[config.mk]
export PLATFORM = sky130hd
export DESIGN_NAME = msipu_top
export DESIGN_NICKNAME = d
export VERILOG_FILES = /design/src/rtl/msipu_pkg.sv /design/src/rtl/msipu_pn_update.sv /design/src/rtl/msipu_top.sv
export SDC_FILE = /design/constraint.sdc
export NUM_CORES = 1
export LEC_CHECK = 0
export BUFFER_PORTS_ARGS = -buffer_cell sky130_fd_sc_hd__buf_2
export CELL_PAD_IN_SITES_DETAIL_PLACEMENT = 2
export CELL_PAD_IN_SITES_GLOBAL_PLACEMENT = 2
export CORE_ASPECT_RATIO = 1.25
export CORE_MARGIN = 4
export CORE_UTILIZATION = 35
export DETAILED_ROUTE_END_ITERATION = 10
export PLACE_DENSITY = 0.88
export SLEW_MARGIN = 20
export SYNTH_ARGS = -nofsm -noshare
export SYNTH_HDL_FRONTEND = slang
export SYNTH_HIERARCHICAL = 1
export SYNTH_SLANG_ARGS = --single-unit
[constraint.sdc]
create_clock -name clk_i -period 4.6 [get_ports clk_i]
set_input_delay 0.92 -clock clk_i [delete_from_list [all_inputs] [get_ports clk_i]]
set_output_delay 0.92 -clock clk_i [all_outputs]
set_load 0.05 [all_outputs]
[src/rtl/msipu_pkg.sv]
// package: register map, field positions and types of the interrupt block
package msipu_pkg;
    // register byte offsets
    localparam logic [7:0] ADDR_CORE_STATUS   = 8'h00;
    localparam logic [7:0] ADDR_CORE_MASK     = 8'h04;
    localparam logic [7:0] ADDR_DROP_STATUS   = 8'h08;
    localparam logic [7:0] ADDR_DROP_MASK     = 8'h0C;
    localparam logic [7:0] ADDR_SEQ_THRESHOLD = 8'h10;
    localparam logic [7:0] ADDR_TARGET_LOW    = 8'h14;
    localparam logic [7:0] ADDR_TARGET_HIGH   = 8'h18;
    localparam logic [7:0] ADDR_TARGET_CTX    = 8'h1C;
    localparam logic [7:0] ADDR_UPDATE_EN     = 8'h20;
    localparam logic [7:0] ADDR_UPDATE_STAT   = 8'h24;
    // crypto core status bit positions
    localparam int BIT_INPUT_ERR   = 0;
    localparam int BIT_OUTPUT_ERR  = 1;
    localparam int BIT_PROC_ERR    = 2;
    localparam int BIT_CTX_ERR     = 3;
    localparam int BIT_SEQ_THRESH  = 4;
    localparam int BIT_SEQ_ROLL    = 5;
    localparam int BIT_FATAL_ERR   = 14;
    // drop status bit positions
    localparam int BIT_IG_CLASS    = 0;
    localparam int BIT_IG_CONSIST  = 1;
    localparam int BIT_IG_POST     = 2;
    localparam int BIT_IG_MTU      = 3;
    localparam int BIT_EG_CLASS    = 8;
    localparam int BIT_EG_POST     = 9;
    localparam int BIT_EG_MTU      = 10;
    // reset values
    localparam logic [31:0] RST_ZERO       = 32'h0000_0000;
    localparam logic [31:0] RST_THRESHOLD  = 32'hF000_0000;
    // core and drop status bits that exist
    localparam logic [31:0] CORE_IMPL_MASK = 32'h0000_403F;
    localparam logic [31:0] DROP_IMPL_MASK = 32'h0000_070F;
    localparam int CTX_W = 8;
    // one wishbone request
    typedef struct packed {
        logic        cyc;
        logic        stb;
        logic        we;
        logic [7:0]  adr;
        logic [3:0]  sel;
        logic [31:0] dat;
    } msipu_wb_req_t;
    // update engine states
    typedef enum logic [3:0] {
        MSIPU_IDLE  = 4'h1,
        MSIPU_READ  = 4'h2,
        MSIPU_WRITE = 4'h4,
        MSIPU_DONE  = 4'h8
    } msipu_upd_state_t;
endpackage

[src/rtl/msipu_pn_update.sv]
// module: ingress packet-number forward update engine
`timescale 1ns/10ps
`default_nettype none
module msipu_pn_update (
    // clock and reset
    input  wire logic              clk_i,
    input  wire logic              rst_i,
    // request from registers
    input  wire logic              start_i,
    input  wire logic [63:0]       target_i,
    input  wire logic [msipu_pkg::CTX_W-1:0] ctx_i,
    // transform record port
    output logic                   rec_rd_o,
    output logic                   rec_wr_o,
    output logic [msipu_pkg::CTX_W-1:0] rec_ctx_o,
    output logic [63:0]            rec_wdata_o,
    input  wire logic              rec_ack_i,
    input  wire logic [63:0]       rec_rdata_i,
    // completion
    output logic                   done_o,
    output logic                   skipped_o
);
    msipu_pkg::msipu_upd_state_t state;    // current state
    msipu_pkg::msipu_upd_state_t next_state;
    logic [63:0]                 current;  // number read from the record
    wire                         is_behind; // record below target
    assign is_behind = (current < target_i);
    // next state decode
    always_comb begin
        next_state = state;
        case (state)
            msipu_pkg::MSIPU_IDLE:  if (start_i) next_state = msipu_pkg::MSIPU_READ;
            msipu_pkg::MSIPU_READ:  if (rec_ack_i) next_state = msipu_pkg::MSIPU_WRITE;
            msipu_pkg::MSIPU_WRITE: begin
                // never move the number backwards [RQ18]
                if (!is_behind) next_state = msipu_pkg::MSIPU_DONE;
                else if (rec_ack_i) next_state = msipu_pkg::MSIPU_DONE;
            end
            msipu_pkg::MSIPU_DONE:  next_state = msipu_pkg::MSIPU_IDLE;
            default:                next_state = msipu_pkg::MSIPU_IDLE;
        endcase
    end
    // state and result registers
    always_ff @(posedge clk_i) begin
        if (rst_i) begin
            state       <= msipu_pkg::MSIPU_IDLE;
            current     <= 64'h0;
            rec_ctx_o   <= '0;
            rec_wdata_o <= 64'h0;
            skipped_o   <= 1'b0;
        end else begin
            state <= next_state;
            if (state == msipu_pkg::MSIPU_IDLE && start_i) begin
                rec_ctx_o   <= ctx_i;
                rec_wdata_o <= target_i; // raise to target [RQ16]
            end
            if (state == msipu_pkg::MSIPU_READ && rec_ack_i) begin
                current <= rec_rdata_i;
            end
            if (state == msipu_pkg::MSIPU_WRITE) begin
                skipped_o   <= !is_behind; // [RQ18]
            end
        end
    end
    // read and done strobes are decoded from the state register; the write also needs is_behind
    assign rec_rd_o = (state == msipu_pkg::MSIPU_READ);
    assign rec_wr_o = (state == msipu_pkg::MSIPU_WRITE) && is_behind; // [RQ16]
    assign done_o   = (state == msipu_pkg::MSIPU_DONE); // [RQ17]
endmodule
`default_nettype wire

[src/rtl/msipu_top.sv]
// module: security engine interrupt sources and ingress pn update
// Operation
// [RQ1] five ingress sources, four egress sources
// [RQ2] read status, write same bits clears
// [RQ3] bit 0 set on short malformed packet
// [RQ4] bit 1 output error, bit 14 fatal
// [RQ5] bit 2 set on processing failure
// [RQ6] bit 3 set on faulty transform record
// [RQ7] bit 4 threshold warning, processing continues
// [RQ8] bit 5 set on egress number rollover
// [RQ9] software programs threshold, enables interrupt
// [RQ10] software disables, clears, rekeys, reenables
// [RQ11] classification drop raises its interrupt
// [RQ12] ingress consistency drop raises its interrupt
// [RQ13] other post-processing drops raise interrupt
// [RQ14] mtu drop raises dedicated interrupt
// [RQ15] host writes target, context, then enable
// [RQ16] raise context number to requested value
// [RQ17] enable clears itself after record write
// [RQ18] no write when record already ahead
// [RQ19] overrun statistic reported zero by software
// [RQ20] software sums octet counters per sa type
// [RQ21] software sums too-long counter over sas
// [RQ22] software reads combined egress counter
// [RQ23] outputs follow pending unmasked status level
`timescale 1ns/10ps
`default_nettype none
module msipu_top (
    // clock and reset
    input  wire logic        clk_i,
    input  wire logic        rst_i,
    // wishbone slave
    input  wire logic        wb_cyc_i,
    input  wire logic        wb_stb_i,
    input  wire logic        wb_we_i,
    input  wire logic [7:0]  wb_adr_i,
    input  wire logic [3:0]  wb_sel_i,
    input  wire logic [31:0] wb_dat_i,
    output logic [31:0]      wb_dat_o,
    output logic             wb_ack_o,
    // crypto core event pulses, one per status bit except bit 4
    input  wire logic        ev_input_err_i,
    input  wire logic        ev_output_err_i,
    input  wire logic        ev_proc_err_i,
    input  wire logic        ev_ctx_err_i,
    input  wire logic        ev_fatal_err_i,
    input  wire logic        ev_seq_roll_i,
    // egress number probed against threshold
    input  wire logic        eg_seq_valid_i,
    input  wire logic [31:0] eg_seq_num_i,
    // drop event pulses
    input  wire logic        ig_drop_class_i,
    input  wire logic        ig_drop_consist_i,
    input  wire logic        ig_drop_post_i,
    input  wire logic        ig_drop_mtu_i,
    input  wire logic        eg_drop_class_i,
    input  wire logic        eg_drop_post_i,
    input  wire logic        eg_drop_mtu_i,
    // transform record port
    output logic             rec_rd_o,
    output logic             rec_wr_o,
    output logic [7:0]       rec_ctx_o,
    output logic [63:0]      rec_wdata_o,
    input  wire logic        rec_ack_i,
    input  wire logic [63:0] rec_rdata_i,
    // interrupt levels: ingress five, egress four
    output logic             ig_core_irq_o,
    output logic             ig_class_irq_o,
    output logic             ig_consist_irq_o,
    output logic             ig_post_irq_o,
    output logic             ig_mtu_irq_o,
    output logic             eg_core_irq_o,
    output logic             eg_class_irq_o,
    output logic             eg_post_irq_o,
    output logic             eg_mtu_irq_o
);
    // register storage
    logic [31:0] core_status;      // crypto core w1c status
    logic [31:0] core_mask;        // enables for core status
    logic [31:0] drop_status;      // drop w1c status
    logic [31:0] drop_mask;        // enables for drop status
    logic [31:0] seq_threshold;    // sequence number threshold
    logic [31:0] target_low;       // target number low word
    logic [31:0] target_high;      // target number high word
    logic [7:0]  target_ctx;       // update target context
    logic        update_en;        // self-clearing update request
    logic        update_skipped;   // last update found record at or above target
    // engine handshake
    logic        upd_done;
    logic        upd_skip;
    logic        upd_start;
    // byte lane merge, used by the masks, threshold, target words and the w1c clear mask
    function automatic logic [31:0] lane_merge(input logic [31:0] old_v,
                                               input logic [31:0] new_v,
                                               input logic [3:0]  sel);
        logic [31:0] r;
        r = old_v;
        for (int i = 0; i < 4; i++) begin
            if (sel[i]) r[i*8 +: 8] = new_v[i*8 +: 8];
        end
        return r;
    endfunction
    // bus decode
    wire         bus_req;          // request not yet answered
    wire         wr_req;
    wire [31:0]  wr_mask;          // bits covered by byte enables
    wire         hit_core, hit_cmask, hit_drop, hit_dmask, hit_thr;
    wire         hit_low, hit_high, hit_ctx, hit_en, hit_stat;
    assign bus_req   = wb_cyc_i && wb_stb_i && !wb_ack_o;
    assign wr_req    = bus_req && wb_we_i;
    assign wr_mask   = lane_merge(32'h0, 32'hFFFF_FFFF, wb_sel_i);
    assign hit_core  = (wb_adr_i == msipu_pkg::ADDR_CORE_STATUS);
    assign hit_cmask = (wb_adr_i == msipu_pkg::ADDR_CORE_MASK);
    assign hit_drop  = (wb_adr_i == msipu_pkg::ADDR_DROP_STATUS);
    assign hit_dmask = (wb_adr_i == msipu_pkg::ADDR_DROP_MASK);
    assign hit_thr   = (wb_adr_i == msipu_pkg::ADDR_SEQ_THRESHOLD);
    assign hit_low   = (wb_adr_i == msipu_pkg::ADDR_TARGET_LOW);
    assign hit_high  = (wb_adr_i == msipu_pkg::ADDR_TARGET_HIGH);
    assign hit_ctx   = (wb_adr_i == msipu_pkg::ADDR_TARGET_CTX);
    assign hit_en    = (wb_adr_i == msipu_pkg::ADDR_UPDATE_EN);
    assign hit_stat  = (wb_adr_i == msipu_pkg::ADDR_UPDATE_STAT);
    // event vectors
    wire [31:0]  core_set;         // new core status events
    wire [31:0]  drop_set;         // new drop events
    wire         thr_cross;        // egress number beyond threshold
    assign thr_cross = eg_seq_valid_i && (eg_seq_num_i > seq_threshold); // [RQ7]
    assign core_set = (32'(ev_input_err_i)  << msipu_pkg::BIT_INPUT_ERR)  // [RQ3]
                    | (32'(ev_output_err_i) << msipu_pkg::BIT_OUTPUT_ERR) // [RQ4]
                    | (32'(ev_fatal_err_i)  << msipu_pkg::BIT_FATAL_ERR)  // [RQ4]
                    | (32'(ev_proc_err_i)   << msipu_pkg::BIT_PROC_ERR)   // [RQ5]
                    | (32'(ev_ctx_err_i)    << msipu_pkg::BIT_CTX_ERR)    // [RQ6]
                    | (32'(thr_cross)       << msipu_pkg::BIT_SEQ_THRESH) // [RQ7]
                    | (32'(ev_seq_roll_i)   << msipu_pkg::BIT_SEQ_ROLL);  // [RQ8]
    assign drop_set = (32'(ig_drop_class_i)   << msipu_pkg::BIT_IG_CLASS)   // [RQ11]
                    | (32'(ig_drop_consist_i) << msipu_pkg::BIT_IG_CONSIST) // [RQ12]
                    | (32'(ig_drop_post_i)    << msipu_pkg::BIT_IG_POST)    // [RQ13]
                    | (32'(ig_drop_mtu_i)     << msipu_pkg::BIT_IG_MTU)     // [RQ14]
                    | (32'(eg_drop_class_i)   << msipu_pkg::BIT_EG_CLASS)   // [RQ11]
                    | (32'(eg_drop_post_i)    << msipu_pkg::BIT_EG_POST)    // [RQ13]
                    | (32'(eg_drop_mtu_i)     << msipu_pkg::BIT_EG_MTU);    // [RQ14]
    // w1c: writing back the read value clears those bits
    wire [31:0]  core_clr;
    wire [31:0]  drop_clr;
    assign core_clr = (wr_req && hit_core) ? (wb_dat_i & wr_mask) : 32'h0; // [RQ2]
    assign drop_clr = (wr_req && hit_drop) ? (wb_dat_i & wr_mask) : 32'h0; // [RQ2]
    // a new event wins over a same-cycle clear
    wire [31:0]  next_core_status;
    wire [31:0]  next_drop_status;
    assign next_core_status = ((core_status & ~core_clr) | core_set)
                            & msipu_pkg::CORE_IMPL_MASK; // [RQ2]
    assign next_drop_status = ((drop_status & ~drop_clr) | drop_set)
                            & msipu_pkg::DROP_IMPL_MASK;
    // pending unmasked conditions
    wire [31:0]  core_pend;
    wire [31:0]  drop_pend;
    assign core_pend = next_core_status & core_mask;
    assign drop_pend = next_drop_status & drop_mask;
    // read data select; unmapped addresses read zero
    wire [31:0]  rd_data;
    assign rd_data = hit_core  ? core_status   :
                     hit_cmask ? core_mask     :
                     hit_drop  ? drop_status   :
                     hit_dmask ? drop_mask     :
                     hit_thr   ? seq_threshold :
                     hit_low   ? target_low    :
                     hit_high  ? target_high   :
                     hit_ctx   ? {24'h0, target_ctx} :
                     hit_en    ? {31'h0, update_en} :
                     hit_stat  ? {31'h0, update_skipped} :
                                 32'h0;
    // engine starts on the cycle the enable is first written
    wire         en_write;
    assign en_write  = wr_req && hit_en && wb_sel_i[0] && wb_dat_i[0]
                     && !update_en;
    assign upd_start = en_write; // [RQ15]
    // ack one cycle after the request, one cycle long
    always_ff @(posedge clk_i) begin
        if (rst_i) begin
            wb_ack_o <= 1'b0;
            wb_dat_o <= msipu_pkg::RST_ZERO;
        end else begin
            wb_ack_o <= bus_req;
            wb_dat_o <= bus_req ? rd_data : msipu_pkg::RST_ZERO;
        end
    end
    // status registers
    always_ff @(posedge clk_i) begin
        if (rst_i) begin
            core_status <= msipu_pkg::RST_ZERO;
            drop_status <= msipu_pkg::RST_ZERO;
        end else begin
            core_status <= next_core_status;
            drop_status <= next_drop_status;
        end
    end
    // software-written configuration
    always_ff @(posedge clk_i) begin
        if (rst_i) begin
            core_mask     <= msipu_pkg::RST_ZERO;
            drop_mask     <= msipu_pkg::RST_ZERO;
            seq_threshold <= msipu_pkg::RST_THRESHOLD;
            target_low    <= msipu_pkg::RST_ZERO;
            target_high   <= msipu_pkg::RST_ZERO;
            target_ctx    <= 8'h00;
        end else if (wr_req) begin
            if (hit_cmask) core_mask <= lane_merge(core_mask, wb_dat_i, wb_sel_i);
            if (hit_dmask) drop_mask <= lane_merge(drop_mask, wb_dat_i, wb_sel_i);
            if (hit_thr) seq_threshold <= lane_merge(seq_threshold, wb_dat_i,
                                                     wb_sel_i);
            // target is locked while an update runs
            if (hit_low && !update_en) target_low <= lane_merge(target_low,
                                                     wb_dat_i, wb_sel_i);
            if (hit_high && !update_en) target_high <= lane_merge(target_high,
                                                      wb_dat_i, wb_sel_i);
            if (hit_ctx && !update_en && wb_sel_i[0]) target_ctx <= wb_dat_i[7:0];
        end
    end
    // update enable: software sets, engine clears
    always_ff @(posedge clk_i) begin
        if (rst_i) begin
            update_en      <= 1'b0;
            update_skipped <= 1'b0;
        end else begin
            if (upd_done) begin
                update_en      <= 1'b0; // [RQ17]
                update_skipped <= upd_skip; // [RQ18]
            end else if (en_write) begin
                update_en <= 1'b1;
            end
        end
    end
    // registered interrupt levels
    always_ff @(posedge clk_i) begin
        if (rst_i) begin
            ig_core_irq_o    <= 1'b0;
            ig_class_irq_o   <= 1'b0;
            ig_consist_irq_o <= 1'b0;
            ig_post_irq_o    <= 1'b0;
            ig_mtu_irq_o     <= 1'b0;
            eg_core_irq_o    <= 1'b0;
            eg_class_irq_o   <= 1'b0;
            eg_post_irq_o    <= 1'b0;
            eg_mtu_irq_o     <= 1'b0;
        end else begin
            // the core status is shared; both directions see it [RQ1]
            ig_core_irq_o    <= |core_pend; // [RQ23]
            eg_core_irq_o    <= |core_pend; // [RQ23]
            ig_class_irq_o   <= drop_pend[msipu_pkg::BIT_IG_CLASS]; // [RQ11]
            ig_consist_irq_o <= drop_pend[msipu_pkg::BIT_IG_CONSIST]; // [RQ12]
            ig_post_irq_o    <= drop_pend[msipu_pkg::BIT_IG_POST]; // [RQ13]
            ig_mtu_irq_o     <= drop_pend[msipu_pkg::BIT_IG_MTU]; // [RQ14]
            eg_class_irq_o   <= drop_pend[msipu_pkg::BIT_EG_CLASS]; // [RQ11]
            eg_post_irq_o    <= drop_pend[msipu_pkg::BIT_EG_POST]; // [RQ13]
            eg_mtu_irq_o     <= drop_pend[msipu_pkg::BIT_EG_MTU]; // [RQ14]
        end
    end
    // forward update engine
    msipu_pn_update u_pn_update (
        .clk_i       (clk_i),
        .rst_i       (rst_i),
        .start_i     (upd_start),
        .target_i    ({target_high, target_low}),
        .ctx_i       (target_ctx),
        .rec_rd_o    (rec_rd_o),
        .rec_wr_o    (rec_wr_o),
        .rec_ctx_o   (rec_ctx_o),
        .rec_wdata_o (rec_wdata_o),
        .rec_ack_i   (rec_ack_i),
        .rec_rdata_i (rec_rdata_i),
        .done_o      (upd_done),
        .skipped_o   (upd_skip)
    );
endmodule
`default_nettype wire

==> flow_summary.yaml, run 1 <==
yosys:
  synth-compound-area-share_pct: 17.9
  syn_nets: 2263
  synth_mux_area_share_pct: 1.74
  synth-simple-area-share_pct: 21.6
  synth_area_per_cell_um2: 8.01
  synthDistinctLibCells: 57
  synthAdderAreaFrac_pct: 7.39
  yosys.area.top_type: "dfxtp_1"
  seq_area_frac_synth_pct: 45.6
  synth-async-reset-ratio_pct: 0
  synthCells: 2008
  synth-edff-count: 0
  synth_xor_area_share_pct: 0
  netlist_area_um2: 16100
  netlist.area_leader.share_pct: 45.6
  yosysWarnings: 6
  synth_top_family_by_area: "simple AND/OR/NAND/NOR gates"
  yosys-top-cells-area: "dfxtp_1 46%, nand2_1 12%, a21oi_1 11%"
  synth-main-ff-cell: "dfxtp_1"
  synth-seq-cells: 366
hold_path:
  worstHoldStart: "u_pn_update/rec_wdata_o[36]$_SDFFE_PP0P_"
  hold_class: "flop to flop"
  hold_depth: 2
  hold_end: "u_pn_update/rec_wdata_o[36]$_SDFFE_PP0P_"
route:
  firstDrtPassIters: 7
  via_per_inst: 5.73
  wl_per_cell_um: 25.8
  vias: 16400
  drc_errors: 0
  wirelength_um: 74000
  drt_iter0_markers: 1096
  drtAntennaViolNets: 0
cells_and_area:
  nFillCells: 5086
  final_common_cell: "nand2_1"
  final_nets: 2511
  layout-drive-gt1-share_pct: 18.1
  areaGrowthSynthToFinish_pct: 21.2
  final_cell_mix: "513 x nand2_1, 366 x dfxtp_1, 363 x a21oi_1, 274 x buf_2, 129 x nand3_1"
  antennaDiodeCount: 0
sta:
  max_freq_ghz: 0.224
  rsz0062_at_grt: "false"
  period_needed_ps: 4470
  hold_viol_final: 0
  setup_viol: 0
  finalCritPeriodShare_pct: 97.1
  slew_viol_final: 0
  finClkSkew_ps: 20.6
  slew_headroom_pct: 28.4
  worstMarginPinSlew_ps: 1070
  hold_slack_ps: 454
  tns_ps: 0
critical_path:
  crit_type: "flop to primary output"
  required_ps: 3680
  cp-end-kind: "primary output"
  worst_setup_path_start_kind: "flop"
  worstPathArrival_ps: 3550
  reg2reg_to: "u_pn_update/rec_wdata_o[18]$_SDFFE_PP0P_"
  rrSetupSlack_ps: 1460
  cp_max_fo: 4
  ff2ff_path_depth: 11
  r2r_start: "wb_ack_o$_SDFF_PP0_"
clock_tree:
  clk_latency_ps: 580
  cts_hold_buffers: 0
  path_clk_slew_ps: 60
  cts_setup_buffers: 0
  clock-root-buffer: "clkbuf_16"
  clockBufferDepth: 3
  clkSinkCount: 366
  h-tree-depth: 2
  numCtsBuffers: 41
  cts_tree: "built"
  cts_resized: 1
placement:
  io_buffers: 275
  dpl.hpwl_um: 53300
  gp_congestion: 0.880
job:
  cap_viol_max_count: 0
global_routing:
  antenna_found_initial: 0
  track_usage_pct: 28.9
  top_usage_layer: "met2"
  grt_pass1_wl_um: 109000
  grt_use_met3_pct: 4.18
  grt_pass1_vias: 18300
  grt_util_met2_pct: 53.9
  grt_max_degree: 136
  overflow: 0
  met1_usage_pct: 30.1
die:
  dieArea_um2: 49400
  rows: 87
  io_pins: 276
  core_area_um2: 45300
  fp.dieW_um: 200
  start_util_pct: 35.5
  fp.dieH_um: 248
power_and_ir_drop:
  power.density_nw_per_um2: 355
  p_leak_uw: 0.00744
  ir_drop_uv: 248
status:
  status: "finished, final reports clean"
-- stage by stage --
| stage | cells | cell area [µm²] | total power [µW] | setup slack [ps] | util (%) |
|---|---|---|---|---|---|
| floorplan | 2008 | 16100 | 3360 | 1530 | - |
| global placement | 2790 | 18100 | 3510 | 730 | 39.9 |
| detailed placement | 2791 | 18100 | 3520 | 601 | 40.0 |
| CTS | 2865 | 19500 | 6980 | 123 | 43.0 |
| global route | 2865 | 19500 | 7130 | 38.2 | 43.0 |
| finish | 2865 | 19500 | 6920 | 134 | 43.0 |
-- worst max-delay path: stages, from the launching register on --
cell and delay [ps]:
dfxtp_1 480, inv_1 100, ha_1 310, nand2_1 130
o21ai_0 160, a22oi_1 220, o211ai_1 260, a221oi_1 750
and2_1 290, buf_2 290
-- logic make-up (layout without fill, tap and decap cells) --
logic type,count (synthesis),count (layout)
buffers and inverters,229,508
multiplexers,24,24
AO/OA/AOI/OAI,500,500
AND/OR/NAND/NOR,794,794
flip-flops,366,366
adder cells (fa/ha/maj),95,95
-- layer usage --
layer | wire (µm) | vias to the layer above
met1 | 26800 | 8216
met3 | 3190 | 239
met2 | 38800 | 549
met5 | 0 | -
li1 | - | 7412
met4 | 5190 | 0
-- cells in the mapped netlist (all sizes together), types with 3 or more instances --
| library cell | instances |
|---|---|
| nand2b | 6 |
| clkbuf | 86 |
| a22oi | 28 |
| nor2 | 52 |
| ha | 95 |
| and4 | 5 |
| dfxtp | 366 |
| a211o | 3 |
| nor2b | 7 |
| and2 | 17 |
| and3 | 8 |
| a21o | 12 |
| o21ai | 24 |
| a311oi | 3 |
| o22ai | 8 |
| mux2i | 20 |
| nor3 | 14 |
| o31a | 3 |
| nor4b | 3 |
| nor3b | 5 |
| nand2 | 515 |
| o211ai | 6 |
| a221oi | 5 |
| nand3 | 129 |
| a221o | 3 |
| nor4 | 7 |
| mux4 | 3 |
| a21oi | 363 |
| inv | 106 |
| a31oi | 4 |
| nand4 | 17 |
| or3 | 4 |
| buf | 37 |
| a222oi | 28 |
-- flip-flops by register name, indices dropped and copies added, names as in the netlist, 4 cells and up --
| register | count |
|---|---|
| seq_threshold | 32 |
| target_high | 32 |
| u_pn_update/state | 4 |
| u_pn_update/rec_ctx_o | 8 |
| wb_dat_o | 32 |
| drop_mask | 32 |
| core_mask | 32 |
| u_pn_update/rec_wdata_o | 64 |
| core_status | 7 |
| u_pn_update/current | 64 |
| drop_status | 7 |
| target_low | 32 |
| target_ctx | 8 |
-- final cells by class --
type	count	area (µm²)	share of cell area, %
flip-flops and latches	366	7330	37.6
inverters	106	398	2.04
clock buffers	55	1180	6.06
multi-input cells	1413	7850	40.3
repair buffers	328	1810	9.28
well taps	578	723	3.71
clock inverters	19	208	1.07
-- how the worst max path moves through the flow --
stage,startpoint,to,cells after the start
finish,target_low[18]$_SDFFE_PP0P_,rec_wr_o,9
global route,target_low[2]$_SDFFE_PP0P_,rec_wr_o,9
CTS,target_low[17]$_SDFFE_PP0P_,rec_wr_o,9
detailed placement,target_low[30]$_SDFFE_PP0P_,rec_wr_o,9
global placement,target_low[30]$_SDFFE_PP0P_,rec_wr_o,9
floorplan,wb_cyc_i,u_pn_update/rec_ctx_o[7]$_SDFFE_PP0P_,13
-- where the power goes --
part	switching (µW)	leakage, µW	internal, µW
logic	184	0.00380	86.5
clock network	1430	0.000689	2030
registers	6.93	0.00295	3180
total	1620	0.00744	5300
Power figures use the tool's default switching activity.
==> run 2, diff against run 1 <==
==> constraint.sdc (replaced) <==
create_clock -name clk_i -period 4.6 [get_ports clk_i]
set_input_delay 0.69 -clock clk_i [delete_from_list [all_inputs] [get_ports clk_i]]
set_output_delay 0.69 -clock clk_i [all_outputs]
set_load 0.05 [all_outputs]
==> flow_summary.yaml, run 2 (synthesized netlist as in run 1, its figures left out) <==
status:
  status: "finished, final reports clean"
power_and_ir_drop:
  clkPwrFrac_pct: 48.6
  ir_drop_uv: 243
  power.density_nw_per_um2: 348
  p_sw_uw: 1580
  p_int_uw: 5130
  p_comb_share_pct: 4.0
  swShare_pct: 23.5
  total_power_uw: 6710
  p_leak_uw: 0.00732
  p_seq_share_pct: 47.5
sta:
  slew_viol_final: 0
  hold_slack_ps: 370
  worstMarginPinSlew_ps: 1100
  setup_viol: 0
  hold_viol_final: 0
  max_freq_ghz: 0.237
  tns_ps: 0
  period_needed_ps: 4220
  finClkSkew_ps: 19.7
  rsz0062_at_grt: "false"
  finalCritPeriodShare_pct: 91.8
  slew_headroom_pct: 26.7
global_routing:
  grt_pass1_vias: 17800
  antenna_found_initial: 2
  track_usage_pct: 27.6
  grt_pass1_wl_um: 105000
  grt_max_degree: 180
  overflow: 0
route:
  wl_per_cell_um: 24.7
  vias: 16100
  via_per_inst: 5.65
  firstDrtPassIters: 10
  drtAntennaViolNets: 0
  drt_iter0_markers: 913
  wirelength_um: 70400
  drc_errors: 0
critical_path:
  worst_setup_path_start_kind: "flop"
  rrSetupSlack_ps: 1590
  cp_num_buf_inv: 2
  crit_type: "flop to primary output"
  cp_num_cells: 9
  cp-end-kind: "primary output"
  worstPathArrival_ps: 3530
  path_delay_family: "simple AND/OR/NAND/NOR gates"
  path_cells: "inv_1 > ha_1 > nand4_1 > nor4_1 > a22oi_1 > o211ai_1 > a221oi_1 > and2_1 > buf_2"
  slowest_delay_ps: 810
  ff2ff_path_depth: 10
  required_ps: 3910
  slowest_stage: "nor4_1"
  cp_max_fo: 4
cells_and_area:
  areaGrowthSynthToFinish_pct: 20.0
  top_regs: "u_pn_update/current (64), u_pn_update/rec_wdata_o (64)"
  final_common_cell: "nand2_1"
  final_cell_count_no_fill: 2848
  final_nets: 2497
  final_cell_mix: "513 x nand2_1, 366 x dfxtp_1, 363 x a21oi_1, 274 x buf_2, 129 x nand3_1"
  final_util_pct: 42.6
  layout-drive-gt1-share_pct: 17.5
clock_tree:
  h-tree-depth: 2
  cts_setup_buffers: 0
  clkSinkCount: 366
  cts_hold_buffers: 0
  path_clk_slew_ps: 60
  clock-root-buffer: "clkbuf_16"
  clockBufferDepth: 3
  cts_tree: "built"
  cts_resized: 0
  numCtsBuffers: 41
  clk_latency_ps: 570
placement:
  io_buffers: 275
  dp_cells: 2777
  gp_congestion: 0.883
  dpl.hpwl_um: 51900
hold_path:
  hold_class: "primary input to flop"
  hold_depth: 3
die:
  rows: 87
  start_util_pct: 35.5
  fp.dieW_um: 200
  io_pins: 276
  dieArea_um2: 49400
  fp.dieH_um: 248
  core_area_um2: 45300
job:
  cap_viol_max_count: 0
-- run 2: worst min-delay path: stages --
cell     delay [ps]
buf_2           100
nand2_1          50
a21oi_1          50
-- run 2: cell type report --
class	count	area [µm²]
Fill cell	5111	26000
Multi-Input combinational cell	1413	7840
Sequential cell	366	7330
Timing Repair Buffer	314	1700
Clock buffer	54	1150
Tap cell	578	723
Inverter	106	398
Clock inverter	16	135
Antenna cell	1	2.50
-- run 2: power by group through the flow --
stage                     combinational, µW  clock [µW]  sequential, µW
after detailed placement                262           0            3260
after global routing                    288        3460            3180
after global placement                  252           0            3250
after floorplan                         109           0            3250
final                                   267        3260            3190
after CTS                               266        3320            3180
-- run 2: metrics by stage --
stage | setup WS [ps] | instance area [µm²]
after CTS | 365 | 19300
after detailed placement | 1000 | 18000
final | 377 | 19300
after global routing | 170 | 19300
after global placement | 1180 | 18000
after floorplan | 1760 | 16100
-- run 2: final timing paths --
check                                                            from                                  endpoint
worst min register to register  u_pn_update/rec_ctx_o[1]$_SDFFE_PP0P_     u_pn_update/rec_ctx_o[1]$_SDFFE_PP0P_
worst max register to register                    wb_ack_o$_SDFF_PP0_  u_pn_update/rec_wdata_o[59]$_SDFFE_PP0P_
worst max-delay path                      target_low[27]$_SDFFE_PP0P_                                  rec_wr_o
worst min-delay path                                   rec_rdata_i[7]       u_pn_update/current[7]$_SDFFE_PP0P_
-- run 2: layer usage --
layer | part of all wire (%) | routed length (µm) | global-route usage, %
met1 | 36 | 25400 | 28.5
met2 | 53 | 37500 | 52.1
met3 | 4.0 | 2780 | 4.30
met4 | 6.6 | 4670 | 15.6
met5 | 0.018 | 13 | 0
==> run 3, diff against run 2 <==
--- a/config.mk
+++ b/config.mk
@@ -5,12 +5,13 @@
 export SDC_FILE = /design/constraint.sdc
 export NUM_CORES = 1
 export LEC_CHECK = 0
+export ABC_AREA = 1
 export BUFFER_PORTS_ARGS = -buffer_cell sky130_fd_sc_hd__buf_2
 export CELL_PAD_IN_SITES_DETAIL_PLACEMENT = 2
 export CELL_PAD_IN_SITES_GLOBAL_PLACEMENT = 2
 export CORE_ASPECT_RATIO = 1.25
 export CORE_MARGIN = 4
-export CORE_UTILIZATION = 35
+export CORE_UTILIZATION = 34
 export DETAILED_ROUTE_END_ITERATION = 10
 export PLACE_DENSITY = 0.88
 export SLEW_MARGIN = 20
==> flow_summary.yaml, run 3 <==
die:
  rows: 89
  core_area_um2: 47300
  fp.dieW_um: 204
  start_util_pct: 34.4
  fp.dieH_um: 253
  dieArea_um2: 51500
  io_pins: 276
power_and_ir_drop:
  power.density_nw_per_um2: 342
  p_comb_share_pct: 4.3
  p_int_uw: 5070
  p_leak_uw: 0.00821
  p_sw_uw: 1570
  swShare_pct: 23.6
  clkPwrFrac_pct: 47.7
  p_seq_share_pct: 48.0
  ir_drop_uv: 216
critical_path:
  worstPathArrival_ps: 3950
  required_ps: 5010
  cp-end-kind: "flop"
  cp_max_fo: 56
  worst_setup_path_start_kind: "flop"
  crit_start: "wb_ack_o$_SDFF_PP0_"
  crit_type: "flop to flop"
  crit_end: "u_pn_update/rec_wdata_o[58]$_SDFFE_PP0P_"
  rrSetupSlack_ps: 1060
  r2r_start: "wb_ack_o$_SDFF_PP0_"
  reg2reg_to: "u_pn_update/rec_wdata_o[58]$_SDFFE_PP0P_"
  ff2ff_path_depth: 10
cells_and_area:
  final_nets: 2661
  top_regs: "u_pn_update/current (64), u_pn_update/rec_wdata_o (64)"
  multi_input_area_um2: 7520
  layout-drive-gt1-share_pct: 16.0
  final_cell_count_no_fill: 3077
  final_cell_mix: "366 x dfxtp_1, 292 x a21oi_1, 285 x nand2_1, 275 x buf_2, 270 x nor2_1"
  areaGrowthSynthToFinish_pct: 19.2
  final_common_cell: "dfxtp_1"
  nFillCells: 5499
  regArea_um2: 7330
yosys:
  synthAdderAreaFrac_pct: 7.30
  synth-simple-area-share_pct: 18.2
  synth-compound-area-share_pct: 20.6
  seq_area_frac_synth_pct: 45.0
  syn_nets: 2432
  synthTopCellsByCount: "366 x dfxtp_1, 292 x a21oi_1, 286 x nand2_1, 273 x nor2_1, 257 x o21ai_0"
  synth-edff-count: 0
  synth_area_per_cell_um2: 7.48
  yosysWarnings: 6
  yosysMostFrequentCell: "dfxtp_1"
  yosys-top-cells-area: "dfxtp_1 45%, a21oi_1 9.0%, o21ai_0 7.9%"
  synth-async-reset-ratio_pct: 0
  synth_mux_area_share_pct: 0
  netlist.area_leader.share_pct: 45.0
  synthDistinctLibCells: 40
  yosys.area.top_type: "dfxtp_1"
  synth-seq-cells: 366
  synth-main-ff-cell: "dfxtp_1"
  synth_xor_area_share_pct: 0
  synth_top_family_by_area: "compound AO/OA/AOI/OAI gates"
  netlist_area_um2: 16300
  synthCells: 2177
global_routing:
  antenna_found_initial: 3
  track_usage_pct: 25.2
  grt_max_degree: 130
  grt_pass1_wl_um: 103000
  grt_pass1_vias: 17900
  overflow: 0
sta:
  period_needed_ps: 3540
  tns_ps: 0
  hold_viol_final: 0
  slew_headroom_pct: 28.6
  worstMarginPinSlew_ps: 1070
  finalCritPeriodShare_pct: 77.0
  max_freq_ghz: 0.282
  setup_viol: 0
  slew_viol_final: 0
  rsz0062_at_grt: "false"
  finClkSkew_ps: 18.1
clock_tree:
  clkSinkCount: 366
  clockBufferDepth: 3
  clk_latency_ps: 550
  cts_tree: "built"
  cts_setup_buffers: 0
  numCtsBuffers: 40
  clock-root-buffer: "clkbuf_16"
  cts_hold_buffers: 0
  cts_resized: 0
  path_clk_slew_ps: 60
  h-tree-depth: 2
placement:
  gp_congestion: 0.843
  dpl.hpwl_um: 50000
  dp_cells: 3001
  io_buffers: 275
route:
  wl_per_cell_um: 22.1
  drt_iter0_markers: 836
  routed.top_layer: "met4"
  met2_length_um: 33900
  wirelength_um: 67900
  drtAntennaViolNets: 0
  wl_met1_um: 29400
  via_per_inst: 5.31
  firstDrtPassIters: 5
  drc_errors: 0
  vias: 16300
  wl_met3_um: 2340
job:
  cap_viol_max_count: 0
hold_path:
  hold_class: "primary input to flop"
status:
  status: "finished, final reports clean"
[run 3: cell count changes after synthesis, sizes merged, moves of 16 or more]
cell and delta:
nand3 -28, nor2 +237, o21ai +254, and2 -17, o22ai +16, a222oi -28, a21oi -71, a22o +16
nand2 -228, a22oi -28, mux2i -20, inv +155
[run 3: final cells by class]
cell class | instances | area share [%]
timing repair buffer | 292 | 7.77
clock inverter | 13 | 0.542
antenna | 4 | 0.0516
clock buffer | 59 | 5.94
inverter | 262 | 5.08
multi-input combinational | 1444 | 38.8
sequential | 366 | 37.8
tap | 637 | 4.11
[run 3: worst max-delay path, stage by stage (launching register included)]
cell	delay [ps]
dfxtp_1	350
nor3b_4	190
buf_4	210
nand2_1	180
nor2_1	130
inv_1	90
nor4_1	800
nand4_4	550
buf_4	480
o21ai_0	320
a21oi_1	80
[run 3: worst min-delay path by stage]
stage                                              from                                        to  slack, ps  depth (start not counted)
2_1_floorplan       u_pn_update/current[0]$_SDFFE_PP0P_       u_pn_update/current[0]$_SDFFE_PP0P_        430                          2
3_3_place_gp   u_pn_update/rec_wdata_o[60]$_SDFFE_PP0P_  u_pn_update/rec_wdata_o[60]$_SDFFE_PP0P_        430                          2
3_5_place_dp   u_pn_update/rec_wdata_o[56]$_SDFFE_PP0P_  u_pn_update/rec_wdata_o[56]$_SDFFE_PP0P_        440                          2
4_1_cts                                 ig_drop_class_i                 drop_status[0]$_SDFF_PP0_        370                          3
5_1_grt                                 ig_drop_class_i                 drop_status[0]$_SDFF_PP0_        390                          3
6_report                                ig_drop_class_i                 drop_status[0]$_SDFF_PP0_        380                          3
[run 3: logic make-up (layout without fill, tap and decap cells)]
group                      count (synthesis)  in the layout
AOI/OAI and AO/OA                        638            638
adders and majority gates                 95             95
buffers and inverters                    367            626
DFF                                      366            366
other                                      0              4
and+or+nand+nor                          711            711
[run 3: routing by layer]
| layer | up-vias | GRT usage [%] |
|---|---|---|
| met4 | 0 | 8.19 |
| met2 | 385 | 45.1 |
| met5 | - | 0 |
| li1 | 7658 | - |
| met1 | 8165 | 31.9 |
| met3 | 117 | 2.57 |
[run 3: stage by stage]
stage	cell area, µm²	total power [µW]	setup WS, ps	hold slack (ps)	utilization, %
final	19400	6640	1060	376	41.0
after global routing	19400	6860	788	387	41.0
after CTS	19400	6690	1010	365	41.0
after detailed placement	18100	3540	563	436	38.3
after global placement	18100	3520	833	432	38.3
after floorplan	16300	3380	2020	430	-
[run 3: power groups by stage]
stage | registers [µW] | clock network (µW) | logic (µW)
2_1_floorplan | 3260 | 0 | 123
4_1_cts | 3180 | 3230 | 284
3_3_place_gp | 3250 | 0 | 263
5_1_grt | 3180 | 3360 | 312
6_report | 3180 | 3170 | 285
3_5_place_dp | 3260 | 0 | 281
